`src/cmp_pkg.sv`:
```
/*
  Constants shared by the comparator control logic: register offsets,
  field positions, reset values and input select codes.
  Assumes an APB master with 32-bit data and word-aligned registers.
*/
package cmp_pkg;
  // Byte offsets of the registers (one aligned word each)
  localparam logic [11:0] OFF_CTRL_ZERO_1  = 12'h000;
  localparam logic [11:0] OFF_CTRL_ONE_1   = 12'h004;
  localparam logic [11:0] OFF_NEG_SEL_1    = 12'h008;
  localparam logic [11:0] OFF_POS_SEL_1    = 12'h00C;
  localparam logic [11:0] OFF_CTRL_ZERO_2  = 12'h010;
  localparam logic [11:0] OFF_CTRL_ONE_2   = 12'h014;
  localparam logic [11:0] OFF_NEG_SEL_2    = 12'h018;
  localparam logic [11:0] OFF_POS_SEL_2    = 12'h01C;
  localparam logic [11:0] OFF_MIRROR       = 12'h020;
  localparam logic [11:0] OFF_FLAGS        = 12'h024;
  localparam logic [11:0] OFF_TIMER_CFG    = 12'h028;
  // Control register zero fields
  localparam int BIT_ENABLE    = 7;
  localparam int BIT_RESULT    = 6;
  localparam int BIT_INVERT    = 4;
  localparam int BIT_HYST      = 1;
  localparam int BIT_SYNC      = 0;
  // Control register one fields
  localparam int BIT_RISE_EN   = 1;
  localparam int BIT_FALL_EN   = 0;
  // Mirror / flag bit positions
  localparam int BIT_CMP_ONE   = 0;
  localparam int BIT_CMP_TWO   = 1;
  // Timer config: prescaler select width
  localparam int PRESC_W       = 2;
  localparam int SEL_W         = 3;
  localparam logic [7:0]  RST_BYTE   = 8'h00;
  localparam logic [31:0] ZERO_WORD  = 32'h0000_0000;
  // Positive select codes
  localparam logic [2:0] PSEL_PIN0 = 3'h0;
  localparam logic [2:0] PSEL_PIN1 = 3'h1;
  localparam logic [2:0] PSEL_DAC  = 3'h5;
  localparam logic [2:0] PSEL_REF  = 3'h6;
  localparam logic [2:0] PSEL_GND  = 3'h7;
  // Negative select codes
  localparam logic [2:0] NSEL_PIN3 = 3'h3;
  localparam logic [2:0] NSEL_REF  = 3'h6;
  localparam logic [2:0] NSEL_GND  = 3'h7;
  // One-hot analog switch layout
  localparam int PSW_W = 5;  // pin0, pin1, dac, ref, gnd
  localparam int NSW_W = 6;  // pin0..pin3, ref, gnd
endpackage : cmp_pkg

```
`src/cmp_control.sv`:
```
/*
  Digital control for two analog comparators with an APB register file.
  Assumes raw compare results are synchronous to clock, and that the
  timer source clock arrives as a one-cycle pulse per half period.
*/
// The APB register port and the register offsets were left to the implementer.
`timescale 1ns/1ps
module cmp_control
  import cmp_pkg::*;
(
  input  wire logic              clock,
  input  wire logic              resetn,
  input  wire logic              psel,
  input  wire logic              penable,
  input  wire logic              pwrite,
  input  wire logic [11:0]       paddr,
  input  wire logic [31:0]       pwdata,
  output logic                   pready,
  output logic [31:0]            prdata,
  output logic                   pslverr,
  input  wire logic [1:0]        raw_result,
  input  wire logic              timer_src_tick,
  output logic [1:0]             cmp_result_mirror,
  output logic [1:0]             gate_out,
  output logic [1:0]             pin_out,
  output logic [1:0]             cmp_irq_flag,
  output logic [1:0]             hysteresis_on,
  output logic [1:0]             analog_on,
  output logic [2*PSW_W-1:0]     pos_switch_r,
  output logic [2*NSW_W-1:0]     neg_switch_r,
  output logic                   timer_count_tick
);
  logic [7:0] ctrl0_r [2];
  logic [7:0] ctrl1_r [2];
  logic [2:0] nsel_r  [2];
  logic [2:0] psel_r  [2];
  logic [1:0] flag_r;
  logic [1:0] flag_nxt;
  logic [PRESC_W-1:0] presc_r;
  logic [1:0] result;
  logic [1:0] ext_out;
  logic [1:0] edge_hit;
  logic [PSW_W-1:0] psw [2];
  logic [NSW_W-1:0] nsw [2];
  logic       fall_tick;
  logic       rise_tick;

  // APB decode: zero wait states, unmapped reads zero with an error
  logic       wr_en;
  logic       rd_en;
  logic       hit;
  logic [31:0] rd_mux;
  logic [1:0] flag_clear;
  assign wr_en = psel && penable && pwrite;
  assign rd_en = psel && !penable && !pwrite;
  assign hit = (paddr == OFF_CTRL_ZERO_1) || (paddr == OFF_CTRL_ONE_1)
            || (paddr == OFF_NEG_SEL_1)   || (paddr == OFF_POS_SEL_1)
            || (paddr == OFF_CTRL_ZERO_2) || (paddr == OFF_CTRL_ONE_2)
            || (paddr == OFF_NEG_SEL_2)   || (paddr == OFF_POS_SEL_2)
            || (paddr == OFF_MIRROR)      || (paddr == OFF_FLAGS)
            || (paddr == OFF_TIMER_CFG);

  // Status fields inserted live; unused bits read zero
  function automatic logic [31:0] ctrl0_view(input logic [7:0] c,
                                             input logic       r);
    logic [31:0] v;
    v = ZERO_WORD;
    v[BIT_ENABLE] = c[BIT_ENABLE];
    v[BIT_RESULT] = r;
    v[BIT_INVERT] = c[BIT_INVERT];
    v[BIT_HYST]   = c[BIT_HYST];
    v[BIT_SYNC]   = c[BIT_SYNC];
    return v;
  endfunction : ctrl0_view

  // Read selection
  always_comb begin
    rd_mux = ZERO_WORD;
    case (paddr)
      OFF_CTRL_ZERO_1: rd_mux = ctrl0_view(ctrl0_r[0], result[0]);
      OFF_CTRL_ONE_1:  rd_mux = {24'h00_0000, ctrl1_r[0]};
      OFF_NEG_SEL_1:   rd_mux = {29'h0000_0000, nsel_r[0]};
      OFF_POS_SEL_1:   rd_mux = {29'h0000_0000, psel_r[0]};
      OFF_CTRL_ZERO_2: rd_mux = ctrl0_view(ctrl0_r[1], result[1]);
      OFF_CTRL_ONE_2:  rd_mux = {24'h00_0000, ctrl1_r[1]};
      OFF_NEG_SEL_2:   rd_mux = {29'h0000_0000, nsel_r[1]};
      OFF_POS_SEL_2:   rd_mux = {29'h0000_0000, psel_r[1]};
      OFF_MIRROR:      rd_mux = {30'h0000_0000, result};
      OFF_FLAGS:       rd_mux = {30'h0000_0000, flag_r};
      OFF_TIMER_CFG:   rd_mux = {30'h0000_0000, presc_r};
      default:         rd_mux = ZERO_WORD;
    endcase
  end

  // Write one to clear a flag, but a new edge wins
  assign flag_clear = (wr_en && paddr == OFF_FLAGS) ? pwdata[1:0] : 2'b00;
  assign flag_nxt   = (flag_r & ~flag_clear) | edge_hit;

  // Registers; control register zero keeps its whole written byte, the others only their listed bits
  always_ff @(posedge clock or negedge resetn) begin
    if (!resetn) begin
      for (int i = 0; i < 2; i++) begin
        ctrl0_r[i] <= RST_BYTE;
        ctrl1_r[i] <= RST_BYTE;
        nsel_r[i]  <= 3'h0;
        psel_r[i]  <= 3'h0;
      end
      presc_r <= '0;
      flag_r  <= 2'b00;
    end else begin
      flag_r <= flag_nxt;
      if (wr_en) begin
        case (paddr)
          OFF_CTRL_ZERO_1: ctrl0_r[0] <= pwdata[7:0];
          OFF_CTRL_ONE_1:  ctrl1_r[0] <= {6'h00, pwdata[1:0]};
          OFF_NEG_SEL_1:   nsel_r[0]  <= pwdata[2:0];
          OFF_POS_SEL_1:   psel_r[0]  <= pwdata[2:0];
          OFF_CTRL_ZERO_2: ctrl0_r[1] <= pwdata[7:0];
          OFF_CTRL_ONE_2:  ctrl1_r[1] <= {6'h00, pwdata[1:0]};
          OFF_NEG_SEL_2:   nsel_r[1]  <= pwdata[2:0];
          OFF_POS_SEL_2:   psel_r[1]  <= pwdata[2:0];
          OFF_TIMER_CFG:   presc_r    <= pwdata[PRESC_W-1:0];
          default: ;
        endcase
      end
    end
  end

  // APB answer: ready during every access phase, data from setup
  always_ff @(posedge clock or negedge resetn) begin
    if (!resetn) begin
      pready  <= 1'b0;
      prdata  <= ZERO_WORD;
      pslverr <= 1'b0;
    end else begin
      pready  <= psel && !penable;
      pslverr <= psel && !penable && !hit;
      if (rd_en) prdata <= rd_mux;
    end
  end

  cmp_timer_tick u_tick (
    .clock           (clock),
    .resetn          (resetn),
    .timer_src_tick  (timer_src_tick),
    .presc_sel       (presc_r),
    .fall_tick       (fall_tick),
    .timer_rise_tick (rise_tick)
  );

  // Two comparator channels
  for (genvar g = 0; g < 2; g++) begin : g_ch
    cmp_channel u_ch (
      .clock             (clock),
      .resetn            (resetn),
      .raw_result        (raw_result[g]),
      .cmp_enable        (ctrl0_r[g][BIT_ENABLE]),
      .cmp_invert        (ctrl0_r[g][BIT_INVERT]),
      .cmp_sync_to_timer (ctrl0_r[g][BIT_SYNC]),
      .rise_irq_en       (ctrl1_r[g][BIT_RISE_EN]),
      .fall_irq_en       (ctrl1_r[g][BIT_FALL_EN]),
      .timer_fall_tick   (fall_tick),
      .pos_input_sel     (psel_r[g]),
      .neg_input_sel     (nsel_r[g]),
      .result_r          (result[g]),
      .ext_out_r         (ext_out[g]),
      .edge_event        (edge_hit[g]),
      .pos_switch        (psw[g]),
      .neg_switch        (nsw[g])
    );
  end

  // Outputs registered; gate and pin share the same (optionally synced)
  // path, the pin router and pin direction live outside this block
  always_ff @(posedge clock or negedge resetn) begin
    if (!resetn) begin
      cmp_result_mirror <= 2'b00;
      gate_out          <= 2'b00;
      pin_out           <= 2'b00;
      cmp_irq_flag      <= 2'b00;
      hysteresis_on     <= 2'b00;
      analog_on         <= 2'b00;
      pos_switch_r      <= '0;
      neg_switch_r      <= '0;
      timer_count_tick  <= 1'b0;
    end else begin
      cmp_result_mirror <= result;
      gate_out          <= ext_out;
      pin_out           <= ext_out;
      cmp_irq_flag      <= flag_nxt;
      hysteresis_on     <= {ctrl0_r[1][BIT_HYST] & ctrl0_r[1][BIT_ENABLE],
                            ctrl0_r[0][BIT_HYST] & ctrl0_r[0][BIT_ENABLE]};
      analog_on         <= {ctrl0_r[1][BIT_ENABLE], ctrl0_r[0][BIT_ENABLE]};
      pos_switch_r      <= {psw[1], psw[0]};
      neg_switch_r      <= {nsw[1], nsw[0]};
      timer_count_tick  <= rise_tick;
    end
  end

  // Flag checks: set wins, only software clears, exported copy in step
  a_flag_sticky: assert property (
    @(posedge clock) disable iff (!resetn)
    (flag_r[0] && flag_clear[0] == 1'b0) |=> flag_r[0])
    else $error("flag cleared without software");
  a_flag_clear: assert property (
    @(posedge clock) disable iff (!resetn)
    (flag_clear[0] && !edge_hit[0]) |=> !flag_r[0])
    else $error("flag not cleared by software");
  a_set_wins: assert property (
    @(posedge clock) disable iff (!resetn)
    edge_hit[0] |=> flag_r[0])
    else $error("edge lost against clear");
  a_irq_copy: assert property (
    @(posedge clock) disable iff (!resetn)
    1'b1 |=> cmp_irq_flag == flag_r)
    else $error("flag output out of step");
  a_mirror_bits: assert property (
    @(posedge clock) disable iff (!resetn)
    1'b1 |=> cmp_result_mirror == $past(result))
    else $error("mirror out of step");
  // Power follows the enable bit of comparator one, hysteresis its hysteresis bit while enabled
  a_power_off: assert property (
    @(posedge clock) disable iff (!resetn)
    !ctrl0_r[0][BIT_ENABLE] |=> !analog_on[0])
    else $error("analog powered while disabled");
  a_hyst_off: assert property (
    @(posedge clock) disable iff (!resetn)
    !ctrl0_r[0][BIT_HYST] |=> !hysteresis_on[0])
    else $error("hysteresis on while bit clear");
  a_no_tick_clash: assert property (
    @(posedge clock) disable iff (!resetn)
    !(fall_tick && rise_tick))
    else $error("latch and count on one edge");
  a_apb_ready: assert property (
    @(posedge clock) disable iff (!resetn)
    (psel && !penable) |=> pready)
    else $error("no ready after setup");
  c_flag_set: cover property (@(posedge clock) disable iff (!resetn)
    $rose(flag_r[0]));
  c_clear_race: cover property (@(posedge clock) disable iff (!resetn)
    edge_hit[0] && flag_clear[0]);
  c_sync_tick: cover property (@(posedge clock) disable iff (!resetn)
    fall_tick);
endmodule : cmp_control

```
`src/cmp_channel.sv`:
```
/*
  One comparator channel: enable and polarity gating, per-cycle latch,
  optional falling-edge timer synchronisation, edge detectors and the
  input switch decode. Assumes timer clock edges arrive as one-cycle
  enable pulses already taken after the prescaler.
*/
`timescale 1ns/1ps
module cmp_channel
  import cmp_pkg::*;
(
  input  wire logic             clock,
  input  wire logic             resetn,
  input  wire logic             raw_result,
  input  wire logic             cmp_enable,
  input  wire logic             cmp_invert,
  input  wire logic             cmp_sync_to_timer,
  input  wire logic             rise_irq_en,
  input  wire logic             fall_irq_en,
  input  wire logic             timer_fall_tick,
  input  wire logic [SEL_W-1:0] pos_input_sel,
  input  wire logic [SEL_W-1:0] neg_input_sel,
  output logic                  result_r,
  output logic                  ext_out_r,
  output logic                  edge_event,
  output logic [PSW_W-1:0]      pos_switch,
  output logic [NSW_W-1:0]      neg_switch
);
  logic gated;
  logic prev_r;
  logic sync_r;
  logic ext_nxt;

  // Disabled comparator reads the invert bit; invert after gating so toggling the
  // polarity or enable of an idle comparator still makes an edge
  assign gated = (cmp_enable & raw_result) ^ cmp_invert;

  // Latch once per instruction cycle, remember previous for edges
  always_ff @(posedge clock or negedge resetn) begin
    if (!resetn) begin
      result_r <= 1'b0;
      prev_r   <= 1'b0;
    end else begin
      result_r <= gated;
      prev_r   <= result_r;
    end
  end

  // Edge hits filtered by their enables, one cycle wide
  assign edge_event = (rise_irq_en & result_r & ~prev_r)
                    | (fall_irq_en & ~result_r & prev_r);

  // Timer-side copy updated only on falling edges of the divided clock,
  // so it never moves on the edge where the timer counts
  always_ff @(posedge clock or negedge resetn) begin
    if (!resetn) begin
      sync_r <= 1'b0;
    end else if (timer_fall_tick) begin
      sync_r <= gated;
    end
  end

  // Unsynchronised path follows the comparator directly (one flop for
  // a registered output only)
  assign ext_nxt = cmp_sync_to_timer ? sync_r : gated;

  always_ff @(posedge clock or negedge resetn) begin
    if (!resetn) begin
      ext_out_r <= 1'b0;
    end else begin
      ext_out_r <= ext_nxt;
    end
  end

  // Analog switch decode; every switch opens while disabled
  assign pos_switch = !cmp_enable ? '0 :
    (pos_input_sel == PSEL_PIN0) ? 5'b00001 :
    (pos_input_sel == PSEL_PIN1) ? 5'b00010 :
    (pos_input_sel == PSEL_DAC)  ? 5'b00100 :
    (pos_input_sel == PSEL_REF)  ? 5'b01000 :
    (pos_input_sel == PSEL_GND)  ? 5'b10000 : '0;
  assign neg_switch = !cmp_enable ? '0 :
    (neg_input_sel <= NSEL_PIN3) ? (6'b000001 << neg_input_sel) :
    (neg_input_sel == NSEL_REF)  ? 6'b010000 :
    (neg_input_sel == NSEL_GND)  ? 6'b100000 : '0;

  a_disabled_quiet: assert property (
    @(posedge clock) disable iff (!resetn)
    !cmp_enable |-> (pos_switch == '0) && (neg_switch == '0))
    else $error("switch closed while disabled");
  a_latch_follows: assert property (
    @(posedge clock) disable iff (!resetn)
    1'b1 |=> result_r == $past(gated))
    else $error("result not latched");
  a_rise_event: assert property (
    @(posedge clock) disable iff (!resetn)
    (rise_irq_en && $rose(result_r)) |-> edge_event)
    else $error("rise edge missed");
  a_fall_event: assert property (
    @(posedge clock) disable iff (!resetn)
    (fall_irq_en && $fell(result_r)) |-> edge_event)
    else $error("fall edge missed");
  a_sync_hold: assert property (
    @(posedge clock) disable iff (!resetn)
    !timer_fall_tick |=> $stable(sync_r))
    else $error("sync copy moved off tick");
  c_rise: cover property (@(posedge clock) disable iff (!resetn)
    $rose(result_r));
  c_sync_out: cover property (@(posedge clock) disable iff (!resetn)
    cmp_sync_to_timer && timer_fall_tick && $changed(gated));
endmodule : cmp_channel

```
`src/cmp_timer_tick.sv`:
```
/*
  Timer clock prescaler for the synchronisation path. Produces a
  one-cycle pulse on each falling edge of the divided timer clock.
  Assumes timer_src_tick is a one-cycle pulse per source clock half period.
*/
`timescale 1ns/1ps
module cmp_timer_tick
  import cmp_pkg::*;
(
  input  wire logic               clock,
  input  wire logic               resetn,
  input  wire logic               timer_src_tick,
  input  wire logic [PRESC_W-1:0] presc_sel,
  output logic                    fall_tick,
  output logic                    timer_rise_tick
);
  logic [7:0] div_r;
  logic [7:0] div_nxt;
  logic [7:0] half;
  logic       wrap;

  // Each source tick is one half period of the source clock, so the
  // prescaled clock toggles every 2^presc_sel ticks
  assign half    = 8'h01 << presc_sel;
  assign wrap    = timer_src_tick && (div_r == half - 8'h01);
  assign div_nxt = wrap ? 8'h00 : div_r + 8'h01;

  logic phase_r;

  always_ff @(posedge clock or negedge resetn) begin
    if (!resetn) begin
      div_r   <= 8'h00;
      phase_r <= 1'b0;
    end else if (timer_src_tick) begin
      div_r   <= div_nxt;
      if (wrap) phase_r <= ~phase_r;
    end
  end

  // Falling edge of prescaled clock latches, rising edge counts
  assign fall_tick       = wrap && phase_r;
  assign timer_rise_tick = wrap && !phase_r;
endmodule : cmp_timer_tick

```
`config.mk`:
```
export PLATFORM = sky130hd
export DESIGN_NAME = cmp_control
export DESIGN_NICKNAME = d
export VERILOG_FILES = /design/src/cmp_pkg.sv /design/src/cmp_control.sv /design/src/cmp_channel.sv /design/src/cmp_timer_tick.sv
export SDC_FILE = /design/constraint.sdc
export NUM_CORES = 1
export LEC_CHECK = 0
export ABC_AREA = 1
export BUFFER_PORTS_ARGS = -buffer_cell sky130_fd_sc_hd__buf_2
export CORE_ASPECT_RATIO = 0.75
export CORE_UTILIZATION = 51
export DETAILED_ROUTE_END_ITERATION = 7
export PLACE_DENSITY = 0.8
export SYNTH_ARGS = -nofsm -noshare
export SYNTH_HDL_FRONTEND = slang
export SYNTH_SLANG_ARGS = --single-unit
```
`constraint.sdc`:
```
create_clock -name clock -period 1.45 [get_ports clock]
set_input_delay 0.145 -clock clock [delete_from_list [all_inputs] [get_ports clock]]
set_output_delay 0.145 -clock clock [all_outputs]
set_load 0.02 [all_outputs]
```
==> metrics list <==
- The library cells used most frequently in the layout, excluding fill and tap cells, are nand2_1, dfrtp_1, buf_2, inv_1, nand3_1.
- The worst register-to-register path ends at g_ch[1].u_ch.sync_r.
- Latest clock arrival within the worst-skew pair: 0.36 ns
* Height of the die: 77.1 um
- Clk buf depth: 2
* Initial standard-cell utilization of the core: 54.5%
* Type of destination of the critical path: flip-flop
- After detailed placement, the total cell area comes to 4150 um^2.
* Data arrival time of the critical path: 1.65 ns
* Number of global-route vias before repair: 2,764
- Clock skew: 0.00527 ns
* Crit path required time: 1.74 ns
- Logic gate share of total power: 11.8%
- In this run the count of I/O pins placed on the die edge is 121.
* Final setup violation count: 0
- The internal portion of the total power is 3.45 mW.
- The worst path uses 93.7% of the clock period.
- Number of design-rule violations left by the first detailed-router iteration: 192
- DRC Markers: 0
- The core region is 7030 um^2.
* Post-Place Setup Slack: 0.0862 ns
- Net count reported at finish: 565
* HPWL after detailed placement: 5660 um
- In this run the number of H-tree levels came out at 3.
* Synth Area in Adders: 0.327%
- The count of buffers added on input and output ports is 67.
- Switching power total: 1.28 mW
- Counting flops and latches in the post-synthesis netlist gives 82.
- Worst stage delay on the critical path: 0.40 ns
- Post-synthesis instance area: 3830 um^2
- A synthesized cell averages 8.76 um^2.
* Run status: complete, no violations
- Drt pass-1 iters: 4
- The post-route netlist has 22.2% of its cells at a drive strength greater than 1.
* Count of yosys warnings during synthesis: 0
* Number of buffers created by CTS: 9
- Dominant combinational cell family by area after synthesis: simple AND/OR/NAND/NOR gates
* Post-route ant nets: 0
- Number of antenna violations at the first check in global routing: 0
- Post-layout minimum cycle time: 1.36 ns
* Setup slack of the critical path after layout: 0.0913 ns
- Most frequent standard cell in the layout excluding fill and tap cells: nand2_1
* Final instance area: 4410 um^2
- After detailed routing, the total wire length is 7960 um.
- Compared with the post-synthesis result, the final layout area differs by 15.3%.
- Final-report hold violation count: 0
* Last weighted congestion value of the routability-driven placer: 0.966
- The share of the Yosys chip area taken by registers is 53.6%.
* Pwr per Cell Area: 1070 nW/um^2
- Counting instances, the worst hold path has a depth of 3.
- Measured in cells, the most critical reg-to-reg path has a length of 7.
- Unrepaired setup endpoints after global routing: true
* Maximum resistive drop on vdd: 0.000531 V
* Number of synthesized flops with an enable pin: 0
* Worst-path cell with the longest stage delay: dfrtp_1
- The filler cells instantiated in the layout total 623.
- After technology mapping, the gate count stands at 437.
* Clock share of power: 35.0%
* Count of unique library cells instantiated by Yosys: 30
* Final routed wire length divided by cell count: 12.9 um
- The min-delay analysis places its worst path in the category in -> reg.
- Across the run, the number of max-cap violations was 0.
* Total number of vias: 3,106
* Net Sw Frac: 27.1%
- Die boundary width: 102 um
- Sort of element at the start of the critical path: flip-flop
- The most used flip-flop cell after synthesis is dfrtp_1.
* Maximum number of pins on one net before global-route repair: 83
- Area fraction in compound gates after synthesis: 6.40%
- Chain of cells forming the critical path: inv_1 > a21oi_1 > nor3_2 > nand3_2 > nor2_4 > nand2_1 > o21ai_2
* Number of max-slew violations in the final report: 0
- Post-synthesis simple-gate area fraction: 26.9%
* Global-route wire length before repair: 13,000 um
- Peak fanout along the critical path: 6
- The floorplan step defined a die boundary enclosing 7860 um^2.
* Final design utilization: 62.8%
* Leakage component of the power: 2.32 nW
* Global-route total usage across every layer: 21.9%
- CTS root buf: clkbuf_8
- Number of sinks on the clock net: 82
* Share of synthesized registers carrying an async set or reset: 100%
* Critical path class: reg -> reg
* Clock tree from TritonCTS: built
- Beginning of the worst register-to-register path: u_tick.div_r[2]
* Overflow left after global routing: 0
* Flop pwr share: 53.2%
- Dividing the detail-routed via count by the number of cells gives 5.05.
- Clock edge transition at the registers on the reported setup and hold paths: 0.08 ns
- Worst Hold End: ctrl0_r[15]
* Max Freq: 0.736 GHz
- The number of antenna diodes in the final layout is 0.
* Launch instance of the worst min-delay path: pwdata[7]
- Summing the areas of all xor and xnor instances in the mapped netlist gives 1.37% of the synthesized area.
- The initialized floorplan defines 26 standard-cell rows.
* R2R Setup Slk: 0.09 ns
* Portion of netlist area occupied by mux cells: 0%
-- state kept, by name (all words and copies together), names as in the netlist, 4 cells and up --
name          flops
neg_switch_r     12
pos_switch_r     10
ctrl0_r           8
u_tick.div_r      8
nsel_r            6
prdata            6
psel_r            6
ctrl1_r           4
-- stage by stage --
| step | std cells | total power, mW | hold WS, ns | TNS (ns) |
|---|---|---|---|---|
| final | 615 | 4.73 | 0.0550 | 0 |
| after detailed placement | 595 | 3.08 | 0.204 | 0 |
| after global routing | 615 | 4.98 | 0.0647 | -0.105 |
| after CTS | 613 | 4.74 | 0.0474 | 0 |
| after floorplan | 462 | 2.97 | -0.151 | 0 |
| after global placement | 595 | 3.06 | 0.200 | 0 |
-- cells by family (layout without fill, tap and decap cells) --
family	after synthesis	count (layout)
simple gates	220	220
flops	82	82
buf+inv	80	135
compound gates	47	47
xor+xnor	6	6
fa+ha+maj	1	1
other cells	1	26
-- cell type report --
cell class	count	area, um^2	share of cell area (%)
Sequential cell	82	2050	46.5
Multi-Input combinational cell	300	1450	32.9
Timing Repair Buffer	72	405	9.18
Inverter	47	179	4.05
Clock buffer	10	138	3.12
Tap cell	98	123	2.78
Clock inverter	6	65.1	1.47
-- worst max-delay path by stage --
stage	from	endpoint	cells after the start
after global placement	paddr[1]	cmp_irq_flag[0]	7
after global routing	u_tick.div_r[0]	u_tick.div_r[6]	6
after floorplan	u_tick.div_r[2]	g_ch[0].u_ch.sync_r	6
final	u_tick.div_r[2]	g_ch[1].u_ch.sync_r	7
after CTS	u_tick.div_r[0]	u_tick.div_r[6]	6
after detailed placement	u_tick.div_r[0]	u_tick.div_r[6]	6
-- synth_stat cells, types with 4 or more instances --
cell type	count	share of area (%)
nand3_2	4	1.0
o21ai_0	32	4.2
nand3_1	39	5.1
dfrtp_1	82	54
a21oi_1	7	0.91
nor2_1	38	3.7
nor2_4	4	1.2
nand2_1	98	9.6
nor2_2	6	0.98
nor3_1	18	2.4
inv_1	44	4.3
xor2_1	6	1.4
buf_4	31	6.1
-- worst max-delay path, delay by kind of cell (launching register included) --
family / cells / cell delay, ns
flip-flops: 1 / 0.40
buffers and inverters: 1 / 0.11
AND/OR/NAND/NOR: 4 / 0.66
AO/OA/AOI/OAI: 2 / 0.12
-- per-layer routing --
layer	part of all wire (%)	routed length (um)	up-vias	global-route usage (%)
li1	-	-	1500	-
met1	47	3750	1466	32.7
met2	44	3510	128	30.7
met3	7.6	603	12	6.56
met4	1.3	102	0	6.00
met5	0	0	-	0
-- repair_timing --
action / in CTS / in global routing
gates resized for setup: 0 / 7
endpoints found under the setup margin: 0 / 15
endpoints found under the hold margin: 84 / 0
buffers inserted: 0 / 2
hold buffers: 2 / 0
-- power by group through the flow --
stage          clock network, mW  registers (mW)  logic (mW)
3_5_place_dp                   0            2.56       0.521
3_3_place_gp                   0            2.56       0.502
6_report                    1.66            2.52       0.558
5_1_grt                     1.80            2.54       0.634
2_1_floorplan                  0            2.55       0.423
4_1_cts                     1.70            2.52       0.525
(Power assumes the default switching activity.)
